==> src/hdl/mbc_regs.svh <==
// Named constants of the slave configuration and dispatch block.
// Assumes a 125 MHz system clock and 16-bit holding registers.
`ifndef MBC_REGS_SVH
`define MBC_REGS_SVH

// Holding register offsets.
`define MBC_OFS_SLAVE     16'h0000
`define MBC_OFS_BAUD      16'h0001
`define MBC_OFS_PARITY    16'h0002
`define MBC_OFS_BITS      16'h0003
`define MBC_OFS_STOP      16'h0004
`define MBC_OFS_MODE      16'h0005
`define MBC_OFS_WDT       16'h0006
`define MBC_OFS_DELAY     16'h0007
`define MBC_OFS_REBOOT    16'h0008
`define MBC_OFS_FW_REV    16'h0009

// Value that must be written to the reboot register to restart.
`define MBC_REBOOT_KEY    16'h00A5

// Factory defaults.
`define MBC_DEF_SLAVE     16'h0001
`define MBC_DEF_BAUD      16'h0060
`define MBC_DEF_PARITY    16'h0000
`define MBC_DEF_BITS      16'h0008
`define MBC_DEF_STOP      16'h0001
`define MBC_DEF_MODE      16'h0001
`define MBC_DEF_WDT       16'h0000
`define MBC_DEF_DELAY     16'h0000

// Line settings of the firmware-load mode.
`define MBC_LOAD_BAUD     16'h00C0
`define MBC_LOAD_BITS     16'h0008
`define MBC_LOAD_PARITY   16'h0000
`define MBC_LOAD_STOP     16'h0001

// Function codes.
`define MBC_FN_RD_COILS   8'h01
`define MBC_FN_RD_HOLD    8'h03
`define MBC_FN_WR_COIL    8'h05
`define MBC_FN_WR_REG     8'h06
`define MBC_FN_EXC_STAT   8'h07
`define MBC_FN_DIAG       8'h08
`define MBC_FN_WR_COILS   8'h0F
`define MBC_FN_WR_REGS    8'h10
`define MBC_FN_SLAVE_ID   8'h11
`define MBC_FN_MASK_WR    8'h16
`define MBC_FN_RW_REGS    8'h17
`define MBC_FN_EXC_FLAG   8'h80

// Diagnostics sub-functions, exception codes, fixed status byte.
`define MBC_SUB_ECHO      16'h0000
`define MBC_SUB_RESTART   16'h0001
`define MBC_EXC_FUNC      8'h01
`define MBC_EXC_ADDR      8'h02
`define MBC_EXC_STATUS    16'h0000

// Timing: clock period, watchdog tick and LED half period in ns.
`define MBC_CLK_PERIOD_NS 8
`define MBC_WDT_TICK_NS   1000000000
`define MBC_BLINK_HALF_NS 250000000

`endif

==> src/hdl/mbc_pkg.sv <==
// Types shared by the slave configuration and dispatch block.
// Assumes nothing beyond a SystemVerilog compiler.
package mbc_pkg;

  // Boot to run is the usual path; firmware load branches off boot.
  typedef enum logic [1:0]
  {
    MBC_ST_BOOT   = 2'b00,
    MBC_ST_RUN    = 2'b01,
    MBC_ST_FWLOAD = 2'b10
  } mbc_state_e;

  typedef logic [15:0] mbc_word_t;

endpackage

==> src/hdl/mbc_blink.sv <==
// Indicator LED blinker used while a firmware image is awaited.
// Assumes a free running clock and a synchronous active high reset.
`timescale 1ns/1ns

module mbc_blink
#(
  parameter int unsigned HALF_CYCLES = 31250000
)
(
  input  wire logic clock_i,
  input  wire logic srst_i,
  input  wire logic enable_i,
  output logic      led_o
);

  logic [31:0] count_q;

  always_ff @(posedge clock_i)
  begin
    if (srst_i || !enable_i)
    begin
      count_q <= 32'h0000_0000;
      led_o   <= 1'b0;
    end
    else if (count_q == HALF_CYCLES - 32'h0000_0001)
    begin
      count_q <= 32'h0000_0000;
      led_o   <= !led_o;
    end
    else
    begin
      count_q <= count_q + 32'h0000_0001;
    end
  end

endmodule

==> src/hdl/mbc_dispatch.sv <==
// Configuration and request dispatch of a serial bus slave.
// Assumes a frame layer that hands over checked, addressed requests
// and a non-volatile store that presents its saved parameters.
//
// Overview of operation
// - Firmware revision register is read-only; writes leave it unchanged.
// - Reset with init jumper loads factory defaults before answering.
// - Defaults: address 1, 9600, no parity, 8 bits, 1 stop, RTU, 0, 0.
// - Parameter writes go to storage; live settings wait for reset, except the watchdog period, which acts at once.
// - Reset without jumper copies stored parameters in and enters run.
// - Button, diagnostics restart and reboot register all reload as reset.
// - Serve codes 01,03,05,06,07,08,15,16,17,22,23.
// - Read exception status replies with status byte 0x00.
// - Load jumper selects 19200 baud, 8 bits, no parity, 1 stop.
// - LED blinks in load mode; only reset without jumper leaves it.
// - Watchdog value zero disables; commands restart it; expiry fail-safe.
// - Unsupported function or register gets an exception reply.
`timescale 1ns/1ns
`include "mbc_regs.svh"

module mbc_dispatch
  import mbc_pkg::*;
#(
  // Arbitrary revision value; software reads it back unchanged.
  parameter logic [15:0] FW_REV       = 16'h0101,
  parameter int unsigned WDT_TICK     = `MBC_WDT_TICK_NS / `MBC_CLK_PERIOD_NS,
  parameter int unsigned BLINK_CYCLES = `MBC_BLINK_HALF_NS / `MBC_CLK_PERIOD_NS
)
(
  input  wire logic        clock_i,
  input  wire logic        srst_i,
  input  wire logic        jumper_init_i,
  input  wire logic        jumper_load_i,
  input  wire logic [15:0] nvm_slave_i,
  input  wire logic [15:0] nvm_baud_i,
  input  wire logic [15:0] nvm_parity_i,
  input  wire logic [15:0] nvm_bits_i,
  input  wire logic [15:0] nvm_stop_i,
  input  wire logic [15:0] nvm_mode_i,
  input  wire logic [15:0] nvm_wdt_i,
  input  wire logic [15:0] nvm_delay_i,
  input  wire logic        req_valid_i,
  input  wire logic [7:0]  req_func_i,
  input  wire logic [15:0] req_addr_i,
  input  wire logic [15:0] req_data_i,
  output logic             reply_valid_o,
  output logic [7:0]       reply_func_o,
  output logic             reply_exc_o,
  output logic [7:0]       reply_code_o,
  output logic [15:0]      reply_data_o,
  output logic             reply_fwd_o,
  output logic             nvm_we_o,
  output logic [15:0]      nvm_addr_o,
  output logic [15:0]      nvm_wdata_o,
  output logic [15:0]      slave_addr_o,
  output logic [15:0]      baud_code_o,
  output logic [15:0]      parity_o,
  output logic [15:0]      data_bits_o,
  output logic [15:0]      stop_bits_o,
  output logic [15:0]      frame_mode_o,
  output logic [15:0]      link_silence_timer_o,
  output logic [15:0]      reply_delay_o,
  output logic             run_o,
  output logic             fw_load_o,
  output logic             failsafe_o,
  output logic             led_o
);

  mbc_state_e  state_q;
  logic        restart_q;
  logic        take;
  logic        exc_d;
  logic [7:0]  code_d;
  logic [15:0] data_d;
  logic        fwd_d;
  logic        nvm_d;
  logic        restart_d;
  logic [31:0] tick_q;
  logic [15:0] secs_q;
  logic        expired_q;

  function automatic logic is_supported(input logic [7:0] fn);
    unique case (fn)
      `MBC_FN_RD_COILS, `MBC_FN_RD_HOLD, `MBC_FN_WR_COIL, `MBC_FN_WR_REG,
      `MBC_FN_EXC_STAT, `MBC_FN_DIAG, `MBC_FN_WR_COILS, `MBC_FN_WR_REGS,
      `MBC_FN_SLAVE_ID, `MBC_FN_MASK_WR, `MBC_FN_RW_REGS:
        is_supported = 1'b1;
      default:
        is_supported = 1'b0;
    endcase
  endfunction

  function automatic logic is_param(input logic [15:0] a);
    is_param = (a <= `MBC_OFS_DELAY);
  endfunction

  function automatic logic reg_exists(input logic [15:0] a);
    reg_exists = (a <= `MBC_OFS_FW_REV);
  endfunction

  // Requests are only taken in run, never while a restart is pending.
  assign take = req_valid_i && (state_q == MBC_ST_RUN) && !restart_q;
  assign run_o = state_q[0];
  assign fw_load_o = state_q[1];

  // Load mode is left only by a reset taken with the jumper removed.
  always_ff @(posedge clock_i)
  begin
    if (srst_i)
    begin
      state_q <= MBC_ST_BOOT;
    end
    else
    begin
      unique case (state_q)
        MBC_ST_BOOT:
          state_q <= jumper_load_i ? MBC_ST_FWLOAD : MBC_ST_RUN;
        MBC_ST_RUN:
          if (restart_q)
          begin
            state_q <= MBC_ST_BOOT;
          end
        MBC_ST_FWLOAD:
          state_q <= MBC_ST_FWLOAD;
        default:
          state_q <= MBC_ST_BOOT;
      endcase
    end
  end

  // Live parameters change in boot; in run only a watchdog period write changes one.
  always_ff @(posedge clock_i)
  begin
    if (srst_i)
    begin
      slave_addr_o         <= `MBC_DEF_SLAVE;
      baud_code_o          <= `MBC_DEF_BAUD;
      parity_o             <= `MBC_DEF_PARITY;
      data_bits_o          <= `MBC_DEF_BITS;
      stop_bits_o          <= `MBC_DEF_STOP;
      frame_mode_o         <= `MBC_DEF_MODE;
      link_silence_timer_o <= `MBC_DEF_WDT;
      reply_delay_o        <= `MBC_DEF_DELAY;
    end
    else if (state_q == MBC_ST_BOOT)
    begin
      if (jumper_load_i)
      begin
        baud_code_o <= `MBC_LOAD_BAUD;
        data_bits_o <= `MBC_LOAD_BITS;
        parity_o    <= `MBC_LOAD_PARITY;
        stop_bits_o <= `MBC_LOAD_STOP;
      end
      else if (jumper_init_i)
      begin
        slave_addr_o         <= `MBC_DEF_SLAVE;
        baud_code_o          <= `MBC_DEF_BAUD;
        parity_o             <= `MBC_DEF_PARITY;
        data_bits_o          <= `MBC_DEF_BITS;
        stop_bits_o          <= `MBC_DEF_STOP;
        frame_mode_o         <= `MBC_DEF_MODE;
        link_silence_timer_o <= `MBC_DEF_WDT;
        reply_delay_o        <= `MBC_DEF_DELAY;
      end
      else
      begin
        slave_addr_o         <= nvm_slave_i;
        baud_code_o          <= nvm_baud_i;
        parity_o             <= nvm_parity_i;
        data_bits_o          <= nvm_bits_i;
        stop_bits_o          <= nvm_stop_i;
        frame_mode_o         <= nvm_mode_i;
        link_silence_timer_o <= nvm_wdt_i;
        reply_delay_o        <= nvm_delay_i;
      end
    end
    else if (take && req_func_i == `MBC_FN_WR_REG
             && req_addr_i == `MBC_OFS_WDT)
    begin
      // The watchdog period is the one parameter that acts at once.
      link_silence_timer_o <= req_data_i;
    end
  end

  always_comb
  begin
    exc_d     = 1'b0;
    code_d    = 8'h00;
    data_d    = 16'h0000;
    fwd_d     = 1'b0;
    nvm_d     = 1'b0;
    restart_d = 1'b0;
    unique case (req_func_i)
      `MBC_FN_RD_HOLD:
        if (!reg_exists(req_addr_i))
        begin
          exc_d  = 1'b1;
          code_d = `MBC_EXC_ADDR;
        end
        else
        begin
          unique case (req_addr_i)
            `MBC_OFS_SLAVE:  data_d = slave_addr_o;
            `MBC_OFS_BAUD:   data_d = baud_code_o;
            `MBC_OFS_PARITY: data_d = parity_o;
            `MBC_OFS_BITS:   data_d = data_bits_o;
            `MBC_OFS_STOP:   data_d = stop_bits_o;
            `MBC_OFS_MODE:   data_d = frame_mode_o;
            `MBC_OFS_WDT:    data_d = link_silence_timer_o;
            `MBC_OFS_DELAY:  data_d = reply_delay_o;
            `MBC_OFS_FW_REV: data_d = FW_REV;
            default:         data_d = 16'h0000;
          endcase
        end
      `MBC_FN_WR_REG:
        if (!reg_exists(req_addr_i))
        begin
          exc_d  = 1'b1;
          code_d = `MBC_EXC_ADDR;
        end
        else
        begin
          // The revision register simply ignores the write.
          data_d    = req_data_i;
          nvm_d     = is_param(req_addr_i);
          restart_d = req_addr_i == `MBC_OFS_REBOOT
                      && req_data_i == `MBC_REBOOT_KEY;
        end
      `MBC_FN_EXC_STAT:
        data_d = `MBC_EXC_STATUS;
      `MBC_FN_DIAG:
        if (req_addr_i == `MBC_SUB_ECHO
            || req_addr_i == `MBC_SUB_RESTART)
        begin
          data_d    = req_data_i;
          restart_d = req_addr_i == `MBC_SUB_RESTART;
        end
        else
        begin
          exc_d  = 1'b1;
          code_d = `MBC_EXC_FUNC;
        end
      default:
        if (is_supported(req_func_i))
        begin
          fwd_d = 1'b1;
        end
        else
        begin
          exc_d  = 1'b1;
          code_d = `MBC_EXC_FUNC;
        end
    endcase
  end

  always_ff @(posedge clock_i)
  begin
    if (srst_i)
    begin
      reply_valid_o <= 1'b0;
      reply_func_o  <= 8'h00;
      reply_exc_o   <= 1'b0;
      reply_code_o  <= 8'h00;
      reply_data_o  <= 16'h0000;
      reply_fwd_o   <= 1'b0;
    end
    else
    begin
      reply_valid_o <= take;
      reply_fwd_o   <= take && fwd_d;
      if (take)
      begin
        reply_func_o <= exc_d ? (req_func_i | `MBC_FN_EXC_FLAG) : req_func_i;
        reply_exc_o  <= exc_d;
        reply_code_o <= code_d;
        reply_data_o <= data_d;
      end
    end
  end

  // Saved parameters reach the store; only the watchdog period also reaches its live register.
  always_ff @(posedge clock_i)
  begin
    if (srst_i)
    begin
      nvm_we_o    <= 1'b0;
      nvm_addr_o  <= 16'h0000;
      nvm_wdata_o <= 16'h0000;
    end
    else
    begin
      nvm_we_o <= take && nvm_d;
      if (take && nvm_d)
      begin
        nvm_addr_o  <= req_addr_i;
        nvm_wdata_o <= req_data_i;
      end
    end
  end

  always_ff @(posedge clock_i)
  begin
    if (srst_i || state_q == MBC_ST_BOOT)
    begin
      restart_q <= 1'b0;
    end
    else if (take && restart_d)
    begin
      restart_q <= 1'b1;
    end
  end

  // Every command taken restarts the silence count; zero disables it.
  always_ff @(posedge clock_i)
  begin
    if (srst_i || take || link_silence_timer_o == 16'h0000)
    begin
      tick_q    <= 32'h0000_0000;
      secs_q    <= 16'h0000;
      expired_q <= 1'b0;
      failsafe_o <= 1'b0;
    end
    else if (expired_q)
    begin
      failsafe_o <= 1'b0;
    end
    else if (secs_q == link_silence_timer_o)
    begin
      expired_q  <= 1'b1;
      failsafe_o <= 1'b1;
    end
    else if (tick_q == WDT_TICK - 32'h0000_0001)
    begin
      tick_q <= 32'h0000_0000;
      secs_q <= secs_q + 16'h0001;
    end
    else
    begin
      tick_q <= tick_q + 32'h0000_0001;
    end
  end

  mbc_blink
  #(
    .HALF_CYCLES (BLINK_CYCLES)
  )
  u_blink
  (
    .clock_i  (clock_i),
    .srst_i   (srst_i),
    .enable_i (state_q == MBC_ST_FWLOAD),
    .led_o    (led_o)
  );
endmodule

==> config.mk <==
export PLATFORM = sky130hd
export DESIGN_NAME = mbc_dispatch
export DESIGN_NICKNAME = d
export VERILOG_FILES = /design/src/hdl/mbc_pkg.sv /design/src/hdl/mbc_blink.sv /design/src/hdl/mbc_dispatch.sv
export VERILOG_INCLUDE_DIRS = /design/src /design/src/hdl
export SDC_FILE = /design/constraint.sdc
export NUM_CORES = 1
export LEC_CHECK = 0
export ABC_AREA = 1
export BUFFER_PORTS_ARGS = -buffer_cell sky130_fd_sc_hd__buf_2
export CAP_MARGIN = 20
export CORE_MARGIN = 2
export CORE_UTILIZATION = 44
export CTS_CLUSTER_DIAMETER = 50
export DETAILED_ROUTE_END_ITERATION = 10
export HOLD_SLACK_MARGIN = 0.03
export PLACE_DENSITY_LB_ADDON = 0.2
export SETUP_SLACK_MARGIN = 0.02
export SYNTH_ARGS = -nofsm -noshare
export SYNTH_HDL_FRONTEND = slang
export SYNTH_SLANG_ARGS = --single-unit
export TNS_END_PERCENT = 20
==> constraint.sdc <==
create_clock -name clock_i -period 2.04 [get_ports clock_i]
set_input_delay 0.102 -clock clock_i [delete_from_list [all_inputs] [get_ports clock_i]]
set_output_delay 0.102 -clock clock_i [all_outputs]
set_load 0.03 [all_outputs]
==> impl_results.md, run 1 <==
- Status: completed
- Routability Congestion: 0.938
- Net Sw Frac: 29.4%
- Unique masters post-synth: 48
- Hold slack: 35.8 ps
- Flop pwr share: 40.1%
- Rows: 64
- Prevailing post-synth register cell: dfxtp_1
- Antenna viol nets, final: 0
- Sw Pwr: 4.27 mW
- Die ar.: 32,100 sq um
- Critical path type: reg2reg
- Final hold vios: 0
- Width of the die: 179 um
- Layout area overhead: 39.4%
- CP startpoint kind: flop
- IO buf count: 366
- CTS Buf Count: 36
- Reg2Reg Setup Slack: 100 ps
- Ratio of cells with drive above 1 in the final layout: 22.7%
- CTS Root Cell: clkbuf_16
- Actual slew at the worst max-slew pin: 564 ps
- FFs w/ async S/R, synth: 0%
- Area leader, netlist: dfxtp_1
- Routed vias: 15.7k
- Nets: 2,652
- Crit path DAT: 2370 ps
- Worst vdd ir: 0.623 mV
- Avg WL per Cell: 18.9 um
- Final Skew: 15.0 ps
- P_leak: 8.49 nW
- H-tree depth: 2
- Post-CTS Setup Inserts: 0
- DP Wirelength: 39.4 mm
- Min-delay worst type: in2reg
- Via density: 5.41
- Skew-Pair Late Insertion Delay: 510 ps
- Fin crit share: 94.9%
- Cell-internal power: 10.3 mW
- Peak Freq: 517 MHz
- Largest net degree at the start of global routing: 91
- Initial Util: 44.4%
- Top Registers: tick_q: 32 flops, u_blink.count_q: 32 flops
- RSZ-0062 raised after global routing: no
- Critical Path Fanout Max: 23
- Mapped Area: 13,500 sq um
- PD cells: 771 nW/um^2
- Yosys reg bits: 276
- Vias in the first global route: 15.1k
- Clock slew at the register clock pins of the worst setup and hold paths: 60 ps
- Initial antenna violation count: 3
- Avg Cell Area, Syn: 6.97 sq um
- Post-Synthesis Cells: 1,938
- Number of synthesized flops with an enable pin: 0
- CP cell instances: nor2_2, inv_2, nor2_4, clkbuf_16, o21ai_0, dlygate4sd3_1, nand3_1
- CTS tree: yes
- Longest Clk Path Bufs: 3
- Most common cell after layout, fill and taps aside: buf_2
- MaxCap Viol Count: 0
- Max-slew violations: 0
- Share of the synthesized area in the top cell type: 40.9%
- Total GRT Usage: 32.8%
- CP endpoint kind: flop
- Drt drc: 0
- Setup TNS: 0 ps
- YS warnings: 0
- Pre-Repair DR Iteration Count: 5
- Final min period: 1940 ps
- Setup-failing EPs final: 0
- Top area cells in the synthesized netlist: dfxtp_1 41%, nand2_1 10%, nand3_1 8.4%
- Crit path max-delay cell type: dlygate4sd3_1
- Register area share after synthesis: 40.9%
- Logic pwr share: 16.2%
- First-pass GRT wire length: 81.5 mm
- Core box area: 30,400 sq um
- Number of fill cells: 2,836
- Worst path max stage delay: 580 ps
- Commonest non-fill, non-tap cells in the layout: 366 x buf_2, 362 x nand2_1, 277 x nor2_1
- DRT Wirelength: 54.8 mm
- Power share of the clock group: 43.6%
- Iteration-0 DRC Markers: 1,214
- Gr ovfl total: 0
- # clock sinks: 276
- WP data required: 2480 ps
- Die Y: 179 um
- Worst slew margin: 62.3%
- IO Pins: 373
==> critical path, delay by kind of cell, from the launching register on <==
| kind | cells | cell delay, ps |
|---|---|---|
| buf+inv | 3 | 920 |
| simple gates | 3 | 480 |
| flops | 1 | 350 |
| compound gates | 1 | 110 |
==> final timing paths <==
path | startpoint | to | cells after the start
worst max-delay path | state_q[0]$_SDFFE_PP0P_ | slave_addr_o[0]$_SDFFE_PP1P_ | 7
worst min-delay path | nvm_wdt_i[14] | link_silence_timer_o[14]$_SDFFE_PP0P_ | 4
worst min register to register | u_blink.count_q[0]$_SDFF_PP0_ | u_blink.count_q[0]$_SDFF_PP0_ | 1
worst max register to register | state_q[0]$_SDFFE_PP0P_ | slave_addr_o[0]$_SDFFE_PP1P_ | 7
==> layout make-up <==
type                       count  area, sq um  area share, %
multi-input combinational   1390         6870           36.5
sequential                   276         5530           29.3
timing repair buffer         595         4090           21.7
clock buffer                  47         1010           5.38
inverter                     177          667           3.54
tap                          396          495           2.63
clock inverter                16          169          0.897
antenna                        2         5.00         0.0266
==> stage by stage <==
step                util [%]  worst slack [ps]  area, sq um  instances  power (mW)
finish                  61.9               105        18800       2899        14.5
floorplan                  -               313        13500       1943        7.05
detailed placement      52.8               142        16100       2680        7.98
global placement        52.8               143        16100       2680        7.97
CTS                     61.7              52.6        18800       2894        14.5
global route            61.9              22.3        18800       2899        14.9
==> cell usage after synthesis (6+ instances only) <==
| library cell | instances |
|---|---|
| nand2_1 | 363 |
| nor2_4 | 10 |
| or2_2 | 6 |
| nor3b_1 | 7 |
| buf_1 | 9 |
| clkbuf_1 | 38 |
| nand2_2 | 8 |
| a32o_1 | 29 |
| o211a_1 | 8 |
| a21oi_1 | 139 |
| nor3_1 | 46 |
| o21ai_0 | 91 |
| dfxtp_1 | 276 |
| inv_2 | 9 |
| nor4_1 | 17 |
| xnor2_1 | 11 |
| nand3_1 | 227 |
| nor2_2 | 9 |
| nand4_1 | 28 |
| inv_1 | 166 |
| buf_4 | 16 |
| nor2_1 | 283 |
| o21ai_1 | 28 |
| xor2_1 | 39 |
| buf_2 | 30 |
==> power groups by stage <==
stage	registers [mW]	clock network, mW	logic [mW]
finish	5.83	6.34	2.36
global route	5.84	6.61	2.49
CTS	5.82	6.39	2.27
detailed placement	5.94	0	2.04
global placement	5.94	0	2.03
floorplan	6.29	0	0.764
==> metal layers <==
layer	global-route usage, %	part of all wire (%)
met5	0	0
met3	6.70	7.4
met1	38.8	39
met4	15.8	5.2
met2	56.4	48
==> logic make-up (layout without fill, tap and decap cells) <==
logic type,count (synthesis),in the layout,share of synthesized area [%]
xor gates and xnor gates,50,50,3.24
and+or+nand+nor,1020,1020,33.6
AOI/OAI and AO/OA,311,311,13.3
adders and majority gates,3,3,0.278
DFF,276,276,40.9
buffers and inverters,277,835,8.67
other,1,8,0.0277
==> what timing repair did <==
action / CTS / global route
hold buffers: 151 / 0
endpoints found under the hold margin: 164 / 0
gates resized for setup: 0 / 7
setup endpoints to repair: 0 / 32
Power figures use the tool's default switching activity.
==> inputs of run 2 (changes only) <==
Settings changed: CORE_MARGIN 2 to unset.
==> run 2 against run 1 <==
Sequential share of layout area grew 0.14 points; clock skew grew 2.2 ps; first-iteration DRC count shrank 4.5%; routed wire length shrank 3.1%; largest cell class unchanged; highest routed layer is now met5.
==> impl_results.md, run 2 (synthesis gave the netlist of run 1 again) <==
- P_leak: 8.45 nW
- Critical path type: reg2reg
- Gr ovfl total: 0
- Clock slew at the register clock pins of the worst setup and hold paths: 60 ps
- Area of the multi-input gates: 6870 sq um
- Crit path DAT: 2340 ps
- Nets: 2,644
- Rows: 63
- CTS tree: yes
- Die ar.: 31,400 sq um
- Routed vias: 15.5k
- Setup-failing EPs final: 0
- Die Y: 177 um
- Pre-Repair DR Iteration Count: 6
- PD cells: 788 nW/um^2
- Ratio of cells with drive above 1 in the final layout: 22.6%
- MaxCap Viol Count: 0
- Fin crit share: 93.6%
- CTS Root Cell: clkbuf_16
- Initial antenna violation count: 4
- DP Cell Count: 2,673
- Iteration-0 DRC Markers: 1,159
- Worst Setup Slack, final: 130 ps
- H-tree depth: 2
- Peak Freq: 523 MHz
- CP startpoint kind: flop
- CTS Buf Count: 35
- Register area: 5530 sq um
- First-pass GRT wire length: 80.9 mm
- Width of the die: 177 um
- Status: completed
- Antenna viol nets, final: 0
- Via density: 5.35
- IO buf count: 366
- Critical Path Fanout Max: 16
- RSZ-0062 raised after global routing: yes
- # clock sinks: 276
- Final hold vios: 0
- Min-delay worst type: in2reg
- Worst vdd ir: 0.691 mV
- WP data required: 2470 ps
- Setup TNS: 0 ps
- Max-slew violations: 0
- Top Registers: tick_q: 32 flops, u_blink.count_q: 32 flops
- Skew-Pair Late Insertion Delay: 520 ps
- Actual slew at the worst max-slew pin: 498 ps
- Final min period: 1910 ps
- Most common cell after layout, fill and taps aside: buf_2
- Dpl ws: 145 ps
- CP endpoint kind: flop
- Vias in the first global route: 14.8k
- Routability Congestion: 0.986
- Final Power: 14.8 mW
- DP Wirelength: 39.2 mm
- Largest net degree at the start of global routing: 90
- Worst slew margin: 66.6%
- Layout area overhead: 38.7%
- Number of fill cells: 2,742
- IO Pins: 373
- Commonest non-fill, non-tap cells in the layout: 366 x buf_2, 363 x nand2_1, 278 x nor2_1
- Final Skew: 17.2 ps
- DRT Wirelength: 53.1 mm
- Initial Util: 45.1%
- Final cell count without fillers: 2,886
- Drt drc: 0
- Core box area: 30,000 sq um
- Total GRT Usage: 33.1%
- Longest Clk Path Bufs: 3
- Avg WL per Cell: 18.4 um
==> run 2: changes by cell type in the layout (fill, tap and decap cells not counted), sizes merged <==
cell         delta
inv             -6
bufinv          +3
diode           +1
buf             -2
dlygate4sd3     -4
clkinv          -1
clkbuf          -2
clkinvlp        +4
==> run 2: final timing paths <==
check | from | to | slack, ps | depth (start not counted)
setup reg to reg | tick_q[0]$_SDFFE_PP0P_ | secs_q[6]$_SDFFE_PP0P_ | 130 | 7
hold reg to reg | nvm_addr_o[8]$_SDFFE_PP0P_ | nvm_addr_o[8]$_SDFFE_PP0P_ | 450 | 2
setup / recovery | tick_q[0]$_SDFFE_PP0P_ | secs_q[6]$_SDFFE_PP0P_ | 130 | 7
hold / removal | nvm_wdt_i[6] | link_silence_timer_o[6]$_SDFFE_PP0P_ | 30 | 5
==> run 2: power breakdown <==
part | switching [mW] | internal, mW
registers | 0.217 | 5.62
clock network | 2.47 | 4.20
logic | 1.46 | 0.805
==> run 2: final cells by class <==
type / instances / area share, %
timing repair buffer: 588 / 21.0
sequential: 276 / 29.5
clock buffer: 46 / 5.49
inverter: 177 / 3.55
tap: 390 / 2.60
multi-input combinational: 1390 / 36.7
clock inverter: 16 / 1.24
antenna: 3 / 0.0400
==> run 2: repair_timing <==
item / in CTS / in global routing
setup endpoints to repair: 0 / 9
buffers inserted: 0 / 0
hold endpoints to repair: 161 / 0
hold buffers: 147 / 0
gates resized for setup: 0 / 3
==> run 2: critical path, stage by stage, from the launching register on <==
cell and delay [ps]:
dfxtp_1 390, ha_1 190, nand3_1 120, nor3_1 240, nand4_2 210, nor2_4 380, nand2_1 120, a21oi_1 170
==> run 2: metrics by stage <==
stage | instance area (sq um) | util, % | hold WS (ps)
final | 18700 | 62.6 | 34.2
after global routing | 18700 | 62.6 | 64.6
after CTS | 18700 | 62.5 | 33.3
after global placement | 16000 | 53.3 | 327
after floorplan | 13500 | - | 205
after detailed placement | 16000 | 53.3 | 335
==> run 2: layer usage <==
metal | GRT usage (%) | vias to the layer above | share of wire [%]
met5 | 0 | - | 0.024
met2 | 54.1 | 695 | 46
met4 | 17.1 | 2 | 5.3
li1 | - | 7455 | -
met3 | 7.00 | 190 | 7.9
met1 | 41.0 | 7110 | 41
